### config.mk
export PLATFORM = sky130hd
export DESIGN_NAME = sem_host_ctrl
export DESIGN_NICKNAME = d
export VERILOG_FILES = /design/src/pkg/sem_host_pkg.sv /design/src/pkg/sem_strobe_if.sv /design/src/verilog/sem_host_ctrl.sv /design/src/verilog/sem_pin_cycle.sv
export SDC_FILE = /design/constraint.sdc
export NUM_CORES = 1
export LEC_CHECK = 0
export ABC_AREA = 0
export BUFFER_PORTS_ARGS = -buffer_cell sky130_fd_sc_hd__buf_2
export CAP_MARGIN = 0
export CORE_UTILIZATION = 23
export DETAILED_ROUTE_END_ITERATION = 8
export GPL_ROUTABILITY_DRIVEN = 0
export PLACE_DENSITY = 0.45
export SYNTH_ARGS = -nofsm -noshare
export SYNTH_HDL_FRONTEND = slang
export SYNTH_SLANG_ARGS = --single-unit
### constraint.sdc
create_clock -name clk_sys -period 1.9 [get_ports clk_sys]
set_input_delay 0.19 -clock clk_sys [delete_from_list [all_inputs] [get_ports clk_sys]]
set_output_delay 0.19 -clock clk_sys [all_outputs]
set_load 0.01 [all_outputs]
### src/pkg/sem_host_pkg.sv
// Constants for the token-space host controller.
// Assumes one 10 MHz system clock; the memory pins are driven from flip-flops.
package sem_host_pkg;
	localparam int unsigned CLK_PERIOD_NS   = 100;
	localparam int unsigned DATA_WIDTH      = 36;
	localparam int unsigned ADDR_WIDTH      = 16;
	localparam int unsigned FLAG_COUNT      = 8;
	localparam int unsigned FLAG_BITS       = 3;
	// Strobe width and gap between strobes, in ns
	localparam int unsigned STROBE_NS       = 200;
	localparam int unsigned GAP_NS          = 100;
	localparam int unsigned STROBE_CYCLES   = (STROBE_NS + CLK_PERIOD_NS - 1) / CLK_PERIOD_NS;
	localparam int unsigned GAP_CYCLES      = (GAP_NS + CLK_PERIOD_NS - 1) / CLK_PERIOD_NS;
	localparam logic [3:0]  TIMER_RESET     = 4'h0;
	localparam logic [3:0]  BYTE_LANES_ON   = 4'h0;
	localparam logic [3:0]  BYTE_LANES_OFF  = 4'hf;

	typedef enum logic [1:0]
	{
		CMD_ACQUIRE,
		CMD_RELEASE,
		CMD_INIT,
		CMD_PEEK
	} cmd_t;
endpackage

### src/pkg/sem_strobe_if.sv
// Carries one semaphore access between the sequencer and the pin driver.
// Assumes both ends share clk_sys.
`timescale 1ns/1ps
interface sem_strobe_if;
	import sem_host_pkg::*;
	logic                  start;
	logic                  write;
	logic [FLAG_BITS-1:0]  index;
	logic                  wbit;
	logic                  done;
	logic                  rbit;

	modport seq
	(
		output start,
		output write,
		output index,
		output wbit,
		input  done,
		input  rbit
	);
	modport drv
	(
		input  start,
		input  write,
		input  index,
		input  wbit,
		output done,
		output rbit
	);
endinterface

### src/verilog/sem_host_ctrl.sv
// Host controller for one port of a dual-port memory's token flags.
// Assumes the opposite port belongs to another agent and this clock is 10 MHz.
//
// How it works
// [RL1] Eight flags, separate from the memory array
// [RL2] Write zero requests, write one releases
// [RL3] Token select low, then ordinary access strobes
// [RL4] Flag chosen by three low address bits
// [RL5] Only data bit zero is written
// [RL6] Winning zero reads zero here, one there
// [RL7] Holder alone changes a taken flag
// [RL8] Holder's one frees the flag
// [RL9] Loser's zero stays pending until freed
// [RL10] Pending request takes ownership on release
// [RL11] Read value spread across all bits
// [RL12] Read latched until select or enable drop
// [RL13] Byte lanes only gate read outputs
// [RL14] Always write zero before reading back; CMD_PEEK reads without writing first
// [RL15] After failure, re-read with gaps or release
// [RL16] Simultaneous requests yield exactly one winner
// [RL17] Software frees every flag at start-up
// [RL18] Array select high during token access
// [RL19] Write bit zero, read all bits
// [RL20] Stray one from non-holder changes nothing
`timescale 1ns/1ps
module sem_host_ctrl
	import sem_host_pkg::*;
#(
	parameter int unsigned RETRY_LIMIT = 16
)
(
	// Clock and reset
	input  wire logic                    clk_sys,
	input  wire logic                    reset_n,
	input  wire logic                    clk_en,
	// Command port
	input  wire logic                    cmd_valid,
	output logic                         cmd_ready,
	input  wire sem_host_pkg::cmd_t      cmd_op,
	input  wire logic [FLAG_BITS-1:0]    cmd_index,
	output logic                         rsp_valid,
	output logic                         rsp_granted,
	output logic                         rsp_flag,
	// Memory port pins
	output logic                         token_space_select_n,
	output logic                         array_select_n,
	output logic                         write_n,
	output logic                         output_enable_n,
	output logic [3:0]                   byte_lane_enable_n,
	output logic [ADDR_WIDTH-1:0]        address,
	output logic [DATA_WIDTH-1:0]        data_out,
	output logic                         data_oe_n,
	input  wire logic [DATA_WIDTH-1:0]   data_in
);
	import sem_host_pkg::*;

	typedef enum logic [2:0] {IDLE, ISSUE, WAIT, REPORT} seq_state_t;

	sem_strobe_if bus ();

	seq_state_t             state;
	seq_state_t             next_state;
	cmd_t                   op;
	cmd_t                   next_op;
	logic [FLAG_BITS-1:0]   index;
	logic [FLAG_BITS-1:0]   next_index;
	logic                   phase_read;
	logic                   next_phase_read;
	logic [7:0]             tries;
	logic [7:0]             next_tries;
	logic                   granted;
	logic                   next_granted;
	logic                   flag;
	logic                   next_flag;

	sem_pin_cycle u_pins
	(
		.clk_sys              (clk_sys),
		.reset_n              (reset_n),
		.clk_en               (clk_en),
		.req                  (bus.drv),
		.token_space_select_n (token_space_select_n),
		.array_select_n       (array_select_n),
		.write_n              (write_n),
		.output_enable_n      (output_enable_n),
		.byte_lane_enable_n   (byte_lane_enable_n),
		.address              (address),
		.data_out             (data_out),
		.data_oe_n            (data_oe_n),
		.data_in              (data_in)
	);

	// Write leg of each command; peek is a pure read
	function automatic logic leg_write(input cmd_t c, input logic rd);
		return (c != CMD_PEEK) && !rd;
	endfunction

	always_comb
	begin
		next_state      = state;
		next_op         = op;
		next_index      = index;
		next_phase_read = phase_read;
		next_tries      = tries;
		next_granted    = granted;
		next_flag       = flag;
		unique case (state)
			IDLE:
			begin
				// One command at a time; busy states refuse the next
				if (cmd_valid)
				begin
					next_op         = cmd_op;
					next_index      = (cmd_op == CMD_INIT) ? '0 : cmd_index;
					next_phase_read = (cmd_op == CMD_PEEK);
					next_tries      = 8'h0;
					next_state      = ISSUE;
				end
			end
			// Start is one cycle wide; the pin driver latches the access
			ISSUE:
				next_state = WAIT;
			// Each leg ends in a deselected gap, so every read re-latches
			WAIT:
			begin
				if (bus.done)
				begin
					next_state = ISSUE;
					unique case (op)
						CMD_ACQUIRE:
						begin
							if (!phase_read)
								next_phase_read = 1'b1; // see [RL14]
							else if (!bus.rbit)
							begin
								next_granted = 1'b1; // see [RL6]
								next_flag    = 1'b0;
								next_state   = REPORT;
							end
							else if (tries == 8'(RETRY_LIMIT - 1))
							begin
								// Withdraw so a stale request cannot hang the flag
								next_op         = CMD_RELEASE; // see [RL15]
								next_phase_read = 1'b0;
								next_granted    = 1'b0;
							end
							else
								next_tries = tries + 8'h1; // see [RL15]
						end
						CMD_RELEASE:
						begin
							next_flag  = 1'b1; // see [RL2]
							next_state = REPORT;
						end
						// Init ignores the index and sweeps all eight flags
						CMD_INIT:
						begin
							next_flag = 1'b1; // see [RL17]
							if (index == 3'(FLAG_COUNT - 1))
								next_state = REPORT;
							else
								next_index = index + 3'h1;
						end
						CMD_PEEK:
						begin
							next_flag    = bus.rbit; // see [RL11]
							next_granted = !bus.rbit;
							next_state   = REPORT;
						end
					endcase
				end
			end
			// Grant lasts only with the pulse; the flag stays for status
			REPORT:
			begin
				next_state   = IDLE;
				next_granted = 1'b0;
			end
			default:
				next_state = IDLE;
		endcase
	end

	// Clock enable low freezes the sequence and the pins with it
	always_ff @(posedge clk_sys)
	begin
		if (!reset_n)
		begin
			state      <= IDLE;
			op         <= CMD_INIT;
			index      <= '0;
			phase_read <= 1'b0;
			tries      <= 8'h0;
			granted    <= 1'b0;
			flag       <= 1'b1;
		end
		else if (clk_en)
		begin
			state      <= next_state;
			op         <= next_op;
			index      <= next_index;
			phase_read <= next_phase_read;
			tries      <= next_tries;
			granted    <= next_granted;
			flag       <= next_flag;
		end
	end

	// Handshake outputs decode the state register directly
	assign cmd_ready   = (state == IDLE);
	assign rsp_valid   = (state == REPORT);
	assign rsp_granted = granted;
	assign rsp_flag    = flag;

	assign bus.start = (state == ISSUE) && clk_en;
	assign bus.write = leg_write(op, phase_read); // see [RL2]
	assign bus.index = index;
	// Request is zero, release and init are one
	assign bus.wbit  = (op != CMD_ACQUIRE); // see [RL2]
endmodule

### src/verilog/sem_pin_cycle.sv
// Drives one token-space read or write on the memory port pins.
// Assumes the far device samples pins asynchronously; all pins leave flip-flops.
`timescale 1ns/1ps
module sem_pin_cycle
	import sem_host_pkg::*;
(
	// Clock and reset
	input  wire logic                    clk_sys,
	input  wire logic                    reset_n,
	input  wire logic                    clk_en,
	// Sequencer side
	sem_strobe_if.drv                    req,
	// Memory port pins
	output logic                         token_space_select_n,
	output logic                         array_select_n,
	output logic                         write_n,
	output logic                         output_enable_n,
	output logic [3:0]                   byte_lane_enable_n,
	output logic [ADDR_WIDTH-1:0]        address,
	output logic [DATA_WIDTH-1:0]        data_out,
	output logic                         data_oe_n,
	input  wire logic [DATA_WIDTH-1:0]   data_in
);
	import sem_host_pkg::*;

	typedef enum logic [1:0] {IDLE, STROBE, GAP} pin_state_t;

	pin_state_t              state;
	pin_state_t              next_state;
	logic [3:0]              timer;
	logic [3:0]              next_timer;
	logic                    sel;
	logic                    next_sel;
	logic                    wr;
	logic                    next_wr;
	logic                    rbit;
	logic                    next_rbit;
	logic [FLAG_BITS-1:0]    index;
	logic [FLAG_BITS-1:0]    next_index;
	logic                    wbit;
	logic                    next_wbit;

	always_comb
	begin
		next_state = state;
		next_timer = timer;
		next_sel   = sel;
		next_wr    = wr;
		next_rbit  = rbit;
		next_index = index;
		next_wbit  = wbit;
		unique case (state)
			IDLE:
			begin
				if (req.start)
				begin
					next_state = STROBE;
					next_timer = 4'(STROBE_CYCLES);
					next_sel   = 1'b1;
					next_wr    = req.write;
					next_index = req.index;
					next_wbit  = req.wbit;
				end
			end
			STROBE:
			begin
				if (timer == 4'h1)
				begin
					// Sample before deselect; flag is stable while strobes held
					if (!wr)
						next_rbit = data_in[0]; // see [RL11]
					next_state = GAP;
					next_timer = 4'(GAP_CYCLES);
					next_sel   = 1'b0; // see [RL15]
				end
				else
					next_timer = timer - 4'h1;
			end
			GAP:
			begin
				if (timer == 4'h1)
					next_state = IDLE;
				else
					next_timer = timer - 4'h1;
			end
			default:
				next_state = IDLE;
		endcase
	end

	always_ff @(posedge clk_sys)
	begin
		if (!reset_n)
		begin
			state <= IDLE;
			timer <= TIMER_RESET;
			sel   <= 1'b0;
			wr    <= 1'b0;
			rbit  <= 1'b1;
			index <= '0;
			wbit  <= 1'b1;
		end
		else if (clk_en)
		begin
			state <= next_state;
			timer <= next_timer;
			sel   <= next_sel;
			wr    <= next_wr;
			rbit  <= next_rbit;
			index <= next_index;
			wbit  <= next_wbit;
		end
	end

	assign req.done = (state == GAP) && (timer == 4'h1);
	assign req.rbit = rbit;

	assign token_space_select_n = !sel; // see [RL3]
	assign array_select_n       = 1'b1; // see [RL18]
	assign write_n              = !(sel && wr);
	assign output_enable_n      = !(sel && !wr);
	assign byte_lane_enable_n   = sel ? BYTE_LANES_ON : BYTE_LANES_OFF;
	// Upper address bits held low; the device ignores them anyway
	assign address              = {{(ADDR_WIDTH-FLAG_BITS){1'b0}}, index}; // see [RL4]
	assign data_out             = {{(DATA_WIDTH-1){1'b0}}, wbit}; // see [RL5]
	assign data_oe_n            = !(sel && wr);
endmodule
==> metrics.md <==
| Metric | Value |
|---|---|
| Run status | finished, final reports clean |
| Overflow left after global routing | 0 |
| RR Startpoint | u_pins.timer[1] |
| Wire length reported by the detailed router | around 5300 µm |
| Combinational fraction of design power | roughly 18% |
| Endpoint, Worst Hold | u_pins.req.rbit |
| Top flip-flop cell by instance count after synthesis | dfxtp_1 |
| Most repeated cell in the gate-level netlist after synthesis | buf_4 |
| Share of post-route cells with drive strength above 1 | 25.2% |
| Hold slack final | about 0.16 ns |
| Worst Setup End Kind | register |
| Critical Path RT | 2.06 ns |
| Classification of the worst setup path | register to register |
| Level count of the clock H-tree | 2 |
| Min-Delay Path Class | input port to register |
| Mean Syn Cell Area | 8.59 µm² |
| Number of flops mapped to enable cells by yosys | 0 |
| Hold Path Depth | 3 |
| Crit path DAT | around 2 ns |
| Layout area overhead | 13.1% |
| WL/cell | 11.6 µm |
| Starting density of the core | 23.6% |
| Maximum fanout encountered on the critical timing path | 5 |
| Leading post-synthesis cells by cell area | dfxtp_1 26%, buf_4 17%, ha_1 6.2% |
| Async set or reset register ratio after synthesis | 0% |
| Wire length of the first global-routing pass | 8670 µm |
| Vias per inst | 4.27 |
| Count of final max-slew check failures | 0 |
| Largest net degree at the start of global routing | 22 |
| Setup TNS Final | 0 ns |
| Slowest stage delay, CP | roughly 0.35 ns |
| Area share of the leading cell type in the synthesized netlist | roughly a quarter |
| Seq/Total Area, Yosys | 25.7% |
| Worst-Skew Late Latency | between 0.2 and 0.3 ns |
| Internal power of the cells | a little over 1000 µW |
| Part of the total power dissipated in sequential elements | around half |
| Total of endpoints with negative setup slack in the final report | 0 |
| Hold Buf Count CTS | 0 |
| Startpoint of the worst hold path | data_in[0] |
| Final instance area | 2730 µm² |
| Dominant delay contributor by cell family on the critical path | compound AO/OA/AOI/OAI gates |
| Master of the slowest instance on the critical path | o41ai_1 |
| Clk pin slew, worst setup/hold paths | around 0.070 ns |
| Pwr/cell area | 521 nW/µm² |
| Post-placement cell area | 2570 µm² |
| Height of the chip | 104 µm |
| Final worst path period share | 97.2% |
| Largest area contributor in the synthesized netlist | dfxtp_1 |
| Sequential cell area | 623 µm² |
| Clock tree from TritonCTS | built |
| Number of hold-slack violations in the final timing report | 0 |
| Vias in the first global route | 1,709 |
| ANT nets after route | 0 |
| Post-detailed-placement half-perimeter wirelength | 3870 µm |
| Number of placement rows | 37 |
| Distinct cells, synth | 55 |
| Unrepaired setup endpoints after global routing | true |
| Cell area after technology mapping | 2410 µm² |
| Post-route minimum period | 1.85 ns |
| IO Port Bufs | 25 |
| CP Buf/Inv Count | 2 |
| Count of antenna diodes in the layout | 0 |
| Maximum vdd drop | roughly 220 µV |
| Overall via count from detail_route | 1,952 |
| Multi-input combinational cell area | 1480 µm² |
| Number of maximum-capacitance violations | 0 |
| Area of the die | 10,900 µm² |
| Number of buffers inserted during clock tree synthesis | 5 |
| Worst setup SP type | register |
| Standard cell core area | about 10,000 µm² |
| R2r worst-path depth | 7 |
| Leakage | 0.00114 µW |
| Combined global-route utilization of all metal layers | 9.80% |
| Initial antenna violation count | 0 |
| Chip Width | 104 µm |
| Capturing point of the worst reg2reg path | tries[7] |
| Setup slack of the most critical reg-to-reg path | 0.05 ns |
| Number of DRC markers after the initial detailed-route iteration | about 40 |
| DR DRC count | 0 |
| Cell breakdown of the critical path | inv_1 -> ha_4 -> nand4bb_4 -> buf_4 -> a2111oi_4 -> nand2_1 -> o41ai_1 |
| Final net count | 379 |
| Cells after synthesis | roughly 280 |
| Post-layout total power | 1420 µW |
| Clock tree buffer depth | 2 |
| Clock root cell | clkbuf_8 |
| Net switching fraction of the power | about 29% |
| Register bit total from synthesis | 31 |
| 1st-pass router iterations | 4 |
| Clk pwr share | about 34% |
| NetSw | 416 µW |
| Number of inserted filler cells in the final layout | 1,122 |
| Highest attainable clock frequency | 0.542 GHz |
| CTS sink count | 31 |
| I/O Pins | 110 |
| Final worst clock skew | 0.0125 ns |
| Top cell types by occurrence after synthesis | 55 x buf_4, 31 x dfxtp_1, 19 x nand2_1, 17 x o21ai_0, 13 x inv_1 |
| Synth warn | 0 |
-- state kept, by name, indices dropped and copies added (netlist names), 2 cells and up --
name / flops
tries: 8
u_pins.timer: 4
bus.index: 3
u_pins.index: 3
op: 2
state: 2
u_pins.state: 2
-- cell usage in the layout (no fill, tap or decap), drive strengths merged, types with 5 or more instances in the layout --
cell type | netlist | routed
buf | 58 | 53
conb | 2 | 49
dfxtp | 31 | 31
nand2 | 19 | 19
o21ai | 17 | 17
inv | 13 | 13
ha | 12 | 12
a21boi | 11 | 11
nor2 | 10 | 10
a21oi | 8 | 8
nand2b | 7 | 7
nor2b | 7 | 7
mux2i | 6 | 6
nand3 | 6 | 6
o311ai | 6 | 6
clkbuf | 8 | 6
a211oi | 5 | 5
-- power groups by stage --
stage / Combinational (µW) / Clock (µW) / Sequential, µW
after floorplan: 259 / 0 / 691
after global placement: 243 / 0 / 699
after detailed placement: 243 / 0 / 699
after CTS: 244 / 509 / 684
after global routing: 283 / 533 / 688
final: 252 / 486 / 685
-- stage by stage --
stage	cells	util, %	setup slack, ns
2_1_floorplan	328	-	0.0280
3_3_place_gp	446	25.2	0.0105
3_5_place_dp	446	25.2	-0.00212
4_1_cts	453	26.0	0.0122
5_1_grt	457	26.7	-0.0198
6_report	457	26.7	0.0541
-- worst max path at each step --
stage / slack (ns) / endpoint / from / cells past startpoint
floorplan: 0.03 / bus.index[0] / u_pins.state[0] / 6
CTS: 0.01 / bus.index[0] / u_pins.state[0] / 6
global placement: 0.01 / bus.index[0] / u_pins.timer[1] / 6
finish: 0.05 / tries[7] / u_pins.timer[1] / 7
global route: -0.02 / tries[7] / u_pins.timer[1] / 7
detailed placement: -0.002 / bus.index[0] / u_pins.timer[1] / 6
-- metal layers --
layer / global-route usage [%] / up-vias / wire [µm]
met3: 2.32 / 5 / 191
li1: - / 976 / -
met2: 15.8 / 46 / 2440
met1: 13.2 / 925 / 2620
met5: 0 / - / 0
met4: 2.14 / 0 / 34
-- cells by family after synthesis --
family          count (synthesis)  share of synthesized area [%]
other cells                     2                          0.311
fa+ha+maj                      12                           6.22
simple gates                   76                           19.1
compound gates                 74                           23.6
mux                             7                           2.95
buf+inv                        79                           22.1
flops                          31                           25.7
-- area by class of cell --
class | count | area share [%]
clock buffer | 6 | 2.66
inverter | 13 | 1.79
multi-input combinational | 218 | 54.2
sequential | 31 | 22.8
tap | 136 | 6.24
timing repair buffer | 53 | 12.3
-- worst min-delay path, stage by stage --
cell	delay, ns
buf_2	0.09
mux2i_1	0.06
nand2_1	0.06
-- what timing repair did --
| item | 4_1_cts | 5_1_grt |
|---|---|---|
| resized for setup | 2 | 10 |
| cloned | 0 | 0 |
| pin swaps | 0 | 1 |
| setup endpoints to repair | 3 | 11 |
| buffers inserted | 1 | 4 |
Note: power is estimated with default switching activity, not from simulation.
